[src/pkg/vifc_pkg.sv]
// package for the video input format configuration block
// Summary of operation
// - interface control bit0 enables embedded-sync input, bit1 enables timing flag correction
// - configuration bit15 zero: settings reach working copies only at internal vsync
// - configuration bit13 inverts the chroma sample MSB written to memory
// - configuration bit12 swaps byte order of stored data words
// - configuration bit11 picks luma on even (0) or odd (1) pixel for 8-bit YCbCr
// - with embedded sync on, bit5 picks 8-bit (0) or 10-bit (1) samples
package vifc_pkg;
  localparam logic [11:0] VIFC_ADDR_IFCTL = 12'h000;
  localparam logic [11:0] VIFC_ADDR_CFG   = 12'h004;
  localparam int VIFC_BIT_INPUT_EN   = 0;
  localparam int VIFC_BIT_FLAG_CORR  = 1;
  localparam int VIFC_BIT_SAMPLE_W   = 5;
  localparam int VIFC_BIT_LUMA_POS   = 11;
  localparam int VIFC_BIT_BYTE_SWAP  = 12;
  localparam int VIFC_BIT_MSB_INV    = 13;
  localparam int VIFC_BIT_VSYNC_LC   = 15;
  localparam logic [31:0] VIFC_IFCTL_MASK = 32'h0000_0003;
  localparam logic [31:0] VIFC_CFG_MASK   = 32'h0000_B820;
  localparam logic [31:0] VIFC_RESET_VAL  = 32'h0000_0000;
  localparam logic [31:0] VIFC_ERR_DATA   = 32'h0000_0000;

  typedef struct packed {
    logic embedded_sync_input_enable;
    logic timing_flag_correction_enable;
    logic embedded_sync_sample_width;
    logic luma_pixel_position;
    logic stored_byte_swap;
    logic chroma_msb_invert;
  } vifc_settings_t;

  typedef struct packed {
    logic [15:0] data;
    logic        is_chroma;
    logic        valid;
  } vifc_sample_t;
endpackage

[src/rtl/vifc_shadow.sv]
// working-copy latch for the function settings
`timescale 1ns/1ns
`default_nettype none
module vifc_shadow
  import vifc_pkg::*;
(
  input  wire logic           pclk,
  input  wire logic           presetn,
  input  wire logic           vsync_latch_control,
  input  wire logic           internal_vsync,
  input  wire vifc_settings_t program_value,
  output var  vifc_settings_t working
);
  vifc_settings_t next_working;

  always_comb
  begin
    next_working = working;
    if (vsync_latch_control || internal_vsync)
    begin
      next_working = program_value;
    end
  end

  always_ff @(posedge pclk or negedge presetn)
  begin
    if (!presetn)
      working <= '0;
    else
      working <= next_working;
  end

  a_latch_held: assert property (@(posedge pclk) disable iff (!presetn)
      (!vsync_latch_control && !internal_vsync) |=> $stable(working))
    else $error("working copy changed outside vsync while latched");
  a_latch_taken: assert property (@(posedge pclk) disable iff (!presetn)
      (vsync_latch_control || internal_vsync) |=> working == $past(program_value))
    else $error("working copy missed programmed value");
endmodule
`default_nettype wire

[src/rtl/vifc_top.sv]
// configuration registers and stored-data formatting of the video input
//
// Local design decisions: the register offsets and register access over APB.
`timescale 1ns/1ns
`default_nettype none
module vifc_top
  import vifc_pkg::*;
(
  input  wire logic        pclk,
  input  wire logic        presetn,
  input  wire logic        psel,
  input  wire logic        penable,
  input  wire logic        pwrite,
  input  wire logic [11:0] paddr,
  input  wire logic [31:0] pwdata,
  output logic             pready,
  output logic             pslverr,
  output logic [31:0]      prdata,
  input  wire logic        internal_vsync,
  input  wire vifc_sample_t in_sample,
  output vifc_sample_t     out_sample,
  output logic             embedded_sync_input_enable,
  output logic             timing_flag_correction_enable,
  output logic             embedded_sync_sample_width,
  output logic             luma_pixel_position
);
  logic [31:0]    embedded_sync_interface_control;
  logic [31:0]    capture_configuration;
  logic [31:0]    next_ifctl;
  logic [31:0]    next_cfg;
  logic [31:0]    next_prdata;
  logic           next_pslverr;
  logic           hit_ifctl;
  logic           hit_cfg;
  logic           access;
  vifc_settings_t program_value;
  vifc_settings_t working;
  vifc_sample_t   next_out;
  logic [15:0]    fmt;

  // zero-wait slave: every access completes in its first access cycle
  assign pready    = 1'b1;
  assign access    = psel && penable;
  assign hit_ifctl = (paddr == VIFC_ADDR_IFCTL);
  assign hit_cfg   = (paddr == VIFC_ADDR_CFG);

  always_comb
  begin
    next_ifctl   = embedded_sync_interface_control;
    next_cfg     = capture_configuration;
    next_prdata  = prdata;
    next_pslverr = 1'b0;
    if (access && pwrite && hit_ifctl)
    begin
      next_ifctl = pwdata & VIFC_IFCTL_MASK;
    end
    if (access && pwrite && hit_cfg)
    begin
      next_cfg = pwdata & VIFC_CFG_MASK;
    end
    if (psel && !penable && !pwrite)
    begin
      if (hit_ifctl)
        next_prdata = embedded_sync_interface_control;
      else if (hit_cfg)
        next_prdata = capture_configuration;
      else
        next_prdata = VIFC_ERR_DATA;
    end
    if (psel && !penable)
    begin
      next_pslverr = !(hit_ifctl || hit_cfg);
    end
  end

  always_ff @(posedge pclk or negedge presetn)
  begin
    if (!presetn)
    begin
      embedded_sync_interface_control <= VIFC_RESET_VAL;
      capture_configuration           <= VIFC_RESET_VAL;
      prdata                          <= VIFC_RESET_VAL;
      pslverr                         <= 1'b0;
    end
    else
    begin
      embedded_sync_interface_control <= next_ifctl;
      capture_configuration           <= next_cfg;
      prdata                          <= next_prdata;
      pslverr                         <= next_pslverr;
    end
  end

  // software must set vsync latch control first; hardware does not enforce it
  always_comb
  begin
    program_value.embedded_sync_input_enable =
      embedded_sync_interface_control[VIFC_BIT_INPUT_EN];
    program_value.timing_flag_correction_enable =
      embedded_sync_interface_control[VIFC_BIT_FLAG_CORR];
    program_value.embedded_sync_sample_width = capture_configuration[VIFC_BIT_SAMPLE_W];
    program_value.luma_pixel_position        = capture_configuration[VIFC_BIT_LUMA_POS];
    program_value.stored_byte_swap           = capture_configuration[VIFC_BIT_BYTE_SWAP];
    program_value.chroma_msb_invert          = capture_configuration[VIFC_BIT_MSB_INV];
  end

  vifc_shadow u_shadow (
    .pclk                (pclk),
    .presetn             (presetn),
    .vsync_latch_control (capture_configuration[VIFC_BIT_VSYNC_LC]),
    .internal_vsync      (internal_vsync),
    .program_value       (program_value),
    .working             (working)
  );

  assign embedded_sync_input_enable    = working.embedded_sync_input_enable;
  assign timing_flag_correction_enable = working.timing_flag_correction_enable;
  // width select only means anything while embedded sync is on
  assign embedded_sync_sample_width    = working.embedded_sync_input_enable
                                         & working.embedded_sync_sample_width;
  assign luma_pixel_position           = working.luma_pixel_position;

  // stored-data path: msb invert applies to the chroma byte, then optional swap
  always_comb
  begin
    fmt = in_sample.data;
    if (working.chroma_msb_invert && in_sample.is_chroma)
    begin
      fmt[7] = ~fmt[7];
    end
    if (working.stored_byte_swap)
    begin
      fmt = {fmt[7:0], fmt[15:8]};
    end
    next_out.data      = fmt;
    next_out.is_chroma = in_sample.is_chroma;
    next_out.valid     = in_sample.valid;
  end

  always_ff @(posedge pclk or negedge presetn)
  begin
    if (!presetn)
      out_sample <= '0;
    else
      out_sample <= next_out;
  end

  a_ifctl_reserved: assert property (@(posedge pclk) disable iff (!presetn)
      (embedded_sync_interface_control & ~VIFC_IFCTL_MASK) == 32'h0000_0000)
    else $error("reserved control bit set");
  a_cfg_write: assert property (@(posedge pclk) disable iff (!presetn)
      (access && pwrite && hit_cfg) |=> capture_configuration == ($past(pwdata) & VIFC_CFG_MASK))
    else $error("configuration write lost");
  a_msb_invert: assert property (@(posedge pclk) disable iff (!presetn)
      (in_sample.is_chroma && working.chroma_msb_invert && !working.stored_byte_swap)
      |=> out_sample.data[7] != $past(in_sample.data[7]))
    else $error("chroma msb not inverted");
  a_byte_swap: assert property (@(posedge pclk) disable iff (!presetn)
      (working.stored_byte_swap && !working.chroma_msb_invert)
      |=> out_sample.data == {$past(in_sample.data[7:0]), $past(in_sample.data[15:8])})
    else $error("byte swap wrong");
  a_plain_pass: assert property (@(posedge pclk) disable iff (!presetn)
      (!working.stored_byte_swap && !working.chroma_msb_invert)
      |=> out_sample.data == $past(in_sample.data))
    else $error("data altered without option");
  a_width_gate: assert property (@(posedge pclk) disable iff (!presetn)
      !embedded_sync_input_enable |-> !embedded_sync_sample_width)
    else $error("sample width set while embedded sync off");
  // the register must be steady across the copy edge, else the copy lags one write
  a_enable_follow: assert property (@(posedge pclk) disable iff (!presetn)
      capture_configuration[VIFC_BIT_VSYNC_LC]
      ##1 (capture_configuration[VIFC_BIT_VSYNC_LC] && $stable(embedded_sync_interface_control))
      |-> embedded_sync_input_enable == embedded_sync_interface_control[VIFC_BIT_INPUT_EN])
    else $error("input enable does not follow register");
  a_luma_follow: assert property (@(posedge pclk) disable iff (!presetn)
      internal_vsync |=> luma_pixel_position == $past(capture_configuration[VIFC_BIT_LUMA_POS]))
    else $error("luma position not taken at vsync");

  // bus side: readback and error answer are launched by the setup cycle
  a_ifctl_write: assert property (@(posedge pclk) disable iff (!presetn)
      (access && pwrite && hit_ifctl)
      |=> embedded_sync_interface_control == ($past(pwdata) & VIFC_IFCTL_MASK))
    else $error("control write lost");
  a_cfg_reserved: assert property (@(posedge pclk) disable iff (!presetn)
      (capture_configuration & ~VIFC_CFG_MASK) == 32'h0000_0000)
    else $error("reserved configuration bit set");
  a_unmapped_write: assert property (@(posedge pclk) disable iff (!presetn)
      (access && pwrite && !hit_ifctl && !hit_cfg)
      |=> $stable(embedded_sync_interface_control) && $stable(capture_configuration))
    else $error("unmapped write changed a register");
  a_read_ifctl: assert property (@(posedge pclk) disable iff (!presetn)
      (psel && !penable && !pwrite && hit_ifctl)
      |=> prdata == $past(embedded_sync_interface_control))
    else $error("control readback wrong");
  a_read_cfg: assert property (@(posedge pclk) disable iff (!presetn)
      (psel && !penable && !pwrite && hit_cfg)
      |=> prdata == $past(capture_configuration))
    else $error("configuration readback wrong");
  a_error_answer: assert property (@(posedge pclk) disable iff (!presetn)
      (psel && !penable)
      |=> pslverr == !($past(hit_ifctl) || $past(hit_cfg)))
    else $error("error answer wrong");
  a_flag_follow: assert property (@(posedge pclk) disable iff (!presetn)
      capture_configuration[VIFC_BIT_VSYNC_LC]
      ##1 (capture_configuration[VIFC_BIT_VSYNC_LC] && $stable(embedded_sync_interface_control))
      |-> timing_flag_correction_enable == embedded_sync_interface_control[VIFC_BIT_FLAG_CORR])
    else $error("flag correction does not follow register");
  // while latched, level outputs may only move on the edge after a vsync pulse
  a_vsync_hold: assert property (@(posedge pclk) disable iff (!presetn)
      (!capture_configuration[VIFC_BIT_VSYNC_LC] && !internal_vsync)
      |=> $stable(luma_pixel_position) && $stable(timing_flag_correction_enable))
    else $error("setting moved outside vsync while latched");
  a_out_flags: assert property (@(posedge pclk) disable iff (!presetn)
      in_sample.valid |=> out_sample.valid && out_sample.is_chroma == $past(in_sample.is_chroma))
    else $error("sample flags not carried");
  a_invert_swap: assert property (@(posedge pclk) disable iff (!presetn)
      (in_sample.is_chroma && working.chroma_msb_invert && working.stored_byte_swap)
      |=> out_sample.data[15] != $past(in_sample.data[7]))
    else $error("chroma msb not inverted before swap");
  a_luma_untouched: assert property (@(posedge pclk) disable iff (!presetn)
      (!in_sample.is_chroma && !working.stored_byte_swap)
      |=> out_sample.data == $past(in_sample.data))
    else $error("luma sample altered");
endmodule
`default_nettype wire

[config.mk]
export PLATFORM = sky130hd
export DESIGN_NAME = vifc_top
export DESIGN_NICKNAME = d
export VERILOG_FILES = /design/src/pkg/vifc_pkg.sv /design/src/rtl/vifc_shadow.sv /design/src/rtl/vifc_top.sv
export SDC_FILE = /design/constraint.sdc
export NUM_CORES = 1
export LEC_CHECK = 0
export BUFFER_PORTS_ARGS = -buffer_cell sky130_fd_sc_hd__buf_2
export CORE_MARGIN = 2
export CORE_UTILIZATION = 37
export DETAILED_ROUTE_END_ITERATION = 10
export PLACE_DENSITY_LB_ADDON = 0.3
export SYNTH_ARGS = -nofsm -noshare
export SYNTH_HDL_FRONTEND = slang
export SYNTH_HIERARCHICAL = 1
export SYNTH_SLANG_ARGS = --single-unit
[constraint.sdc]
create_clock -name pclk -period 1.3 [get_ports pclk]
set_input_delay 0.26 -clock pclk [delete_from_list [all_inputs] [get_ports pclk]]
set_output_delay 0.26 -clock pclk [all_outputs]
set_load 0.1 [all_outputs]
==> results by group, run 1 <==
Run status
  – Status: complete, no violations

Timing
  – Final Hold Vio Count: 0
  – Final period utilization: between 90% and 100%
  – Endpoints failing setup: 0
  – Post-route minimum period: roughly 1200 ps
  – Clk_skew: around 3.9 ps
  – RSZ-0062 raised after global routing: no
  – Max Slew Vio Count: 0
  – Fmax: about 0.8 GHz

Job
  – MaxCap Viol Count: 0

Critical path
  – FF-to-FF Start: capture_configuration[15]$_DFFE_PN0P_
  – Crit end category: output pin
  – Max FO, Critical Path: 2
  – CP Launch Type: flop
  – R2r setup slk: 220 ps
  – RR Endpoint: u_shadow/working[2]$_DFFE_PN0P_
  – Data required, critical path: 1040 ps
  – Critical path origin: u_shadow/working[5]$_DFFE_PN0P_
  – Critical path class: flop to output pin
  – Critical Path AT: 990 ps
  – Reg2reg path depth: 2

Cells and area
  – Most frequent cells in the layout: buf_2 (42), dfrtp_1 (38), conb_1 (26)
  – Final instance area: ~2700 um2
  – Share of cells above drive strength 1: between 50% and 60%
  – Final Non-Filler Cells: around 280
  – FILL cells: a little over 400
  – Layout net count: 295
  – Antenna cells: 0
  – Synthesis-to-finish area growth: 48.08%
  – Commonest non-fill, non-tap cell in the layout: buf_2

Die
  – Die Y: 73.61 um
  – DIE AREA: approximately 5400 um2
  – IO Pins: ~120
  – Die width: ~74 um
  – Initial Util: 38.21%
  – CORE AREA: approximately 4700 um2
  – FP Rows: 25

Clock tree
  – Htree depth: 2
  – Clock tree from TritonCTS: done
  – Worst skew pair latency: 280 ps
  – Root Buffer: clkbuf_8
  – CTS Buf Count: 5
  – Clock Pin Slew Worst Setup and Hold Paths: ~70 ps
  – Clock buffer depth: 2
  – Clk sinks: 39

Power and ir drop
  – Sw frac: between 30% and 40%
  – LEAKAGE: approximately 1.3 nW
  – PwrDens: ~1100 nW/um2
  – Clock network power share: a little over a quarter
  – Int Power: 1.796 mW
  – Worst VDD drop: 0.5538 mV
  – Logic pwr share: 29.1%
  – P_sw: 1.051 mW
  – Flop pwr share: 44.2%

Routing
  – Drt wl/cell: around 12 um
  – DR pass1 iterations: 2
  – Overall routed net length: 3353 um
  – Drt first-iter violations: 14
  – Via count: 1247
  – ANT nets after route: 0
  – Residual DRC: 0
  – Drt via density: approximately 4.4

Placement
  – Post-Place Cells: around 270
  – Placed cell area: approximately 2500 um2
  – Gpl congestion: between 0.7 and 0.8
  – DP HPWL: roughly 2700 um
  – Quantity of I/O buffers inserted on ports: 72

GRT
  – First-pass GRT wire length: approximately 5300 um
  – Vias in the first global route: approximately 1200
  – Total global-route track usage: 12.73%
  – Grt total ovfl: 0
  – Initial antenna violation count: 0
  – Largest net degree at the start of global routing: 40

Synthesis
  – Synth top area share: a little over half
  – Top_reg_cell synth: dfrtp_1
  – Register area share after synthesis: 54.43%
  – Cell variety after synth: 27
  – FF+latch count, synth: 39
  – Synth Cell Area: about 1800 um2
  – Post-synth top area cell: dfrtp_1
  – Mapped Cells: 139
  – Syn avg cell area: about 13 um2
  – Synth async-reset ratio: 100.0%
  – Synth Warn #: 6
  – Area contributors post-synth: dfrtp_1 (54%), mux2_2 (14%), buf_4 (11%), mux2_4 (4.2%), nand2_1 (3.1%)
  – Post-synth EDFFs: 0

Worst hold path
  – Hold Startpoint: in_sample[0]
  – Hold Path End: out_sample[0]$_DFF_PN0_
  – HP Class: input pin to flop
  – Min-Delay Path Depth: 1
metal layers:
metal	vias to the layer above	track usage, %	share of wire [%]	wire [um]
li1	596	-	-	-
met1	576	14.47	42	1397
met2	73	22.12	48	1624
met3	2	5.487	9.5	317
met4	0	2.828	0.39	13
met5	-	0	0	0
state kept, by name (all words and copies together), names as in the netlist:
register	flops
u_shadow/working	6
out_sample	18
pslverr	1
capture_configuration	5
embedded_sync_interface_control	2
prdata	7
area by class of cell:
type / count / area (um2) / area share [%]
clock buffers: 7 / 76.32 / 2.875
clock inverters: 1 / 5.005 / 0.1885
inverters: 1 / 3.754 / 0.1414
multi-input cells: 93 / 699.4 / 26.34
flip-flops and latches: 39 / 977.2 / 36.80
well taps: 54 / 67.56 / 2.545
repair buffers: 87 / 825.8 / 31.10
cells by family after synthesis:
logic type | Yosys count | synth area share (%)
XOR/XNOR | 1 | 0.4886
AND/OR/NAND/NOR | 29 | 10.54
buffers and inverters | 31 | 12.42
multiplexers | 29 | 19.26
flip-flops | 39 | 54.43
other | 2 | 0.4189
AO/OA/AOI/OAI | 8 | 2.442
critical path: stages, from the launching register on:
cell     delay [ps]
dfrtp_2         400
buf_4           140
buf_12          160
per-stage QoR:
stage          hold WS [ps]  total power, mW  worst slack, ps  util [%]  setup TNS [ps]
5_1_grt               65.12            2.973            5.917     56.59               0
4_1_cts               70.37            2.869            5.251     55.84               0
3_3_place_gp          245.3            2.095           -263.4     53.68           -1967
2_1_floorplan        -35.59            1.935           -54.55         -          -316.3
6_report              80.55            2.847            52.96     56.59               0
3_5_place_dp          244.5            2.100           -272.5     53.68           -2016
synth_stat cells (all sizes together) (2+ instances only):
| master | count |
|---|---|
| buf | 28 |
| conb | 2 |
| nand2 | 15 |
| o21ai | 7 |
| mux2 | 29 |
| nor4 | 3 |
| nand3 | 2 |
| dfrtp | 39 |
| clkbuf | 2 |
repair_timing:
action,CTS,global route
hold buffers,1,0
setup endpoints to repair,2,17
gates resized for setup,1,11
cloned,0,0
endpoints found under the hold margin,39,0
buffers inserted,1,0
pin swaps,0,1
power by group through the flow:
stage               registers (mW)  logic, mW  clock network [mW]
finish                        1.26      0.828               0.760
global placement              1.28      0.814                   0
global route                  1.26      0.858               0.855
CTS                           1.26      0.822               0.789
detailed placement            1.28      0.818                   0
floorplan                     1.50      0.434                   0
worst max path at each step:
| stage | to | slack, ps |
|---|---|---|
| finish | embedded_sync_input_enable | 50 |
| global route | embedded_sync_sample_width | 6 |
| global placement | capture_configuration[5]$_DFFE_PN0P_ | -260 |
| detailed placement | capture_configuration[11]$_DFFE_PN0P_ | -270 |
| floorplan | capture_configuration[11]$_DFFE_PN0P_ | -50 |
| CTS | out_sample[16] | 5 |
Power figures use the tool's default switching activity.
==> run 2: changes to the inputs <==
- ABC_AREA: not set -> 1
==> run 2 against run 1 <==
The run now ends with setup timing left. Routed wire length grew 9.1%. Critical path depth rose by 1. Maximum frequency decreased by 8.9%. Register-to-register slack improved by 70 ps. Clock skew increased by 0.91 ps. Synthesized cell count increased by 48%. Clock power shrank 2.9%. Critical endpoint is now embedded_sync_sample_width.
==> results by group, run 2 <==
Power and ir drop
  – PwrDens: approximately 1100 nW/um2
  – Worst VDD drop: approximately 0.44 mV
  – LEAKAGE: 1.386 nW

Cells and area
  – Commonest non-fill, non-tap cell in the layout: nand2_1
  – Biggest regs: out_sample x18, prdata x7, u_shadow/working x6
  – Layout net count: ~360
  – FILL cells: around 420
  – Most frequent cells in the layout: nand2_1 (66), buf_2 (42), dfrtp_1 (38)
  – Max FFs per register: 18
  – Most flop-heavy register: out_sample
  – Antenna cells: 0
  – Synthesis-to-finish area growth: 46.42%
  – Share of cells above drive strength 1: between 30% and 40%

GRT
  – Total global-route track usage: between 10% and 20%
  – Vias in the first global route: roughly 1400
  – Initial antenna violation count: 0
  – First-pass GRT wire length: 5837 um
  – Largest net degree at the start of global routing: 30
  – Grt total ovfl: 0

Routing
  – Drt wl/cell: roughly 11 um
  – Drt first-iter violations: 82
  – Residual DRC: 0
  – Via count: around 1500
  – DR pass1 iterations: 4
  – ANT nets after route: 0
  – Overall routed net length: approximately 3700 um
  – Drt via density: between 4 and 5

Clock tree
  – CTS Buf Count: 5
  – Clock Pin Slew Worst Setup and Hold Paths: 70 ps
  – Clk sinks: 39
  – Htree depth: 2
  – Root Buffer: clkbuf_8
  – Clock buffer depth: 2
  – Clock tree from TritonCTS: done
  – Worst skew pair latency: about 280 ps

Critical path
  – CP Launch Type: flop
  – Max FO, Critical Path: 3
  – FF-to-FF Start: u_shadow/working[1]$_DFFE_PN0P_
  – Critical Path AT: ~1100 ps
  – Crit path buf inv count: 2
  – Crit end category: output pin
  – Critical path class: flop to output pin
  – CP peak stage delay: 500 ps
  – Critical path origin: u_shadow/working[5]$_DFFE_PN0P_
  – Critical-path top delay cell: dfrtp_4
  – Worst-path cell chain: nand2_4 > clkinvlp_4 > buf_12
  – Data required, critical path: 1040 ps
  – Top Family by Delay on Critical Path: flip-flops

Synthesis
  – Post-synth top area cell: dfrtp_1
  – FF+latch count, synth: 39
  – Syn avg cell area: 8.728 um2
  – Synth Cell Area: between 1500 and 2000 um2
  – Synth top cells by count: nand2_1 (67), dfrtp_1 (39), buf_4 (27)
  – Cell with the most instances after synthesis: nand2_1
  – Register area share after synthesis: between 50 and 60%
  – Synth async-reset ratio: 100.0%
  – Post-synth EDFFs: 0
  – Synth Warn #: 6
  – Synth top area share: a little over half
  – Cell variety after synth: 15
  – Top_reg_cell synth: dfrtp_1
  – Area contributors post-synth: dfrtp_1 (54%), nand2_1 (14%), buf_4 (11%), o21ai_0 (6.1%), inv_1 (3.8%)
  – Mapped Cells: about 210

Placement
  – Gpl congestion: 0.7020
  – DP HPWL: between 2000 and 3000 um
  – Quantity of I/O buffers inserted on ports: 72

Worst hold path
  – Hold Startpoint: in_sample[0]
  – HP Class: input pin to flop

Timing
  – Setup WS post-layout: -68.52 ps
  – Fmax: about 0.73 GHz
  – Final period utilization: 105.3%
  – Endpoints failing setup: 2
  – Final Hold Vio Count: 0
  – Setup TNS: -120.8 ps
  – Hold_ws: approximately 76 ps
  – Clk_skew: between 4 and 5 ps
  – Post-route minimum period: 1369 ps
  – RSZ-0062 raised after global routing: yes
  – Max Slew Vio Count: 0

Die
  – Die width: approximately 74 um
  – Initial Util: a little under two fifths
  – IO Pins: about 120
  – CORE AREA: 4692 um2
  – FP Rows: 25
  – DIE AREA: between 5000 and 6000 um2
  – Die Y: approximately 74 um

Run status
  – Failing checks: setup timing
  – Status: finished, violations left

Job
  – MaxCap Viol Count: 0
run 2: cell count changes after synthesis, sizes merged, moves of 6 or more:
cell,before,now
inv,1,18
o21ai,7,29
nor2,1,11
nand2,15,68
nand4,1,7
mux2,29,0
run 2: what timing repair did:
| action | in CTS | in global routing |
|---|---|---|
| hold buffers | 1 | 0 |
| gates resized for setup | 0 | 7 |
| gates cloned | 0 | 0 |
| setup endpoints to repair | 1 | 9 |
| hold endpoints to repair | 10 | 0 |
| buffers inserted | 1 | 0 |
| pin swaps | 0 | 0 |
run 2: metal layers:
layer	vias to the layer above	share of wire, %	GRT usage (%)
met2	83	49	23.81
li1	758	-	-
met5	-	0	0
met3	3	8.9	5.487
met4	0	0.68	5.455
met1	685	41	16.45
run 2: final timing paths:
check / end / slack, ps / cells after the start
setup reg to reg: out_sample[14]$_DFF_PN0_ / 290 / 2
hold reg to reg: u_shadow/working[0]$_DFFE_PN0P_ / 500 / 2
hold / removal: out_sample[0]$_DFF_PN0_ / 80 / 1
min in group asynchronous: u_shadow/working[5]$_DFFE_PN0P_ / 430 / 2
setup / recovery: embedded_sync_sample_width / -70 / 3
max in group asynchronous: out_sample[8]$_DFF_PN0_ / 440 / 3
run 2: power by group:
part	switching (mW)	internal (mW)
combinational	0.655	0.162
sequential	0.0191	1.24
clock	0.369	0.369
run 2: area by class of cell:
type | count | area (um2) | share of cell area [%]
Sequential cell | 39 | 979.7 | 37.21
Timing Repair Buffer | 80 | 798.3 | 30.32
Multi-Input combinational cell | 144 | 639.4 | 24.29
Clock buffer | 7 | 76.32 | 2.899
Inverter | 18 | 71.32 | 2.709
Tap cell | 54 | 67.56 | 2.567
run 2: logic make-up (layout without fill, tap and decap cells):
logic type | Yosys count | after routing | synth area share [%]
other cells | 2 | 26 | 0.4177
buf+inv | 47 | 105 | 15.59
simple gates | 88 | 88 | 21.15
xor+xnor | 1 | 1 | 0.4872
compound gates | 29 | 29 | 8.072
flops | 39 | 39 | 54.28
run 2: per-stage QoR:
stage	setup WS [ps]	utilization, %	total power, mW	area [um2]	std cells
final	-68.52	56.11	2.818	2633	342
after detailed placement	147.0	53.73	2.097	2521	333
after floorplan	-79.82	-	1.939	1903	230
after global placement	165.3	53.73	2.090	2521	333
after CTS	-74.95	55.73	2.839	2615	342
after global routing	-120.6	56.11	2.941	2633	342
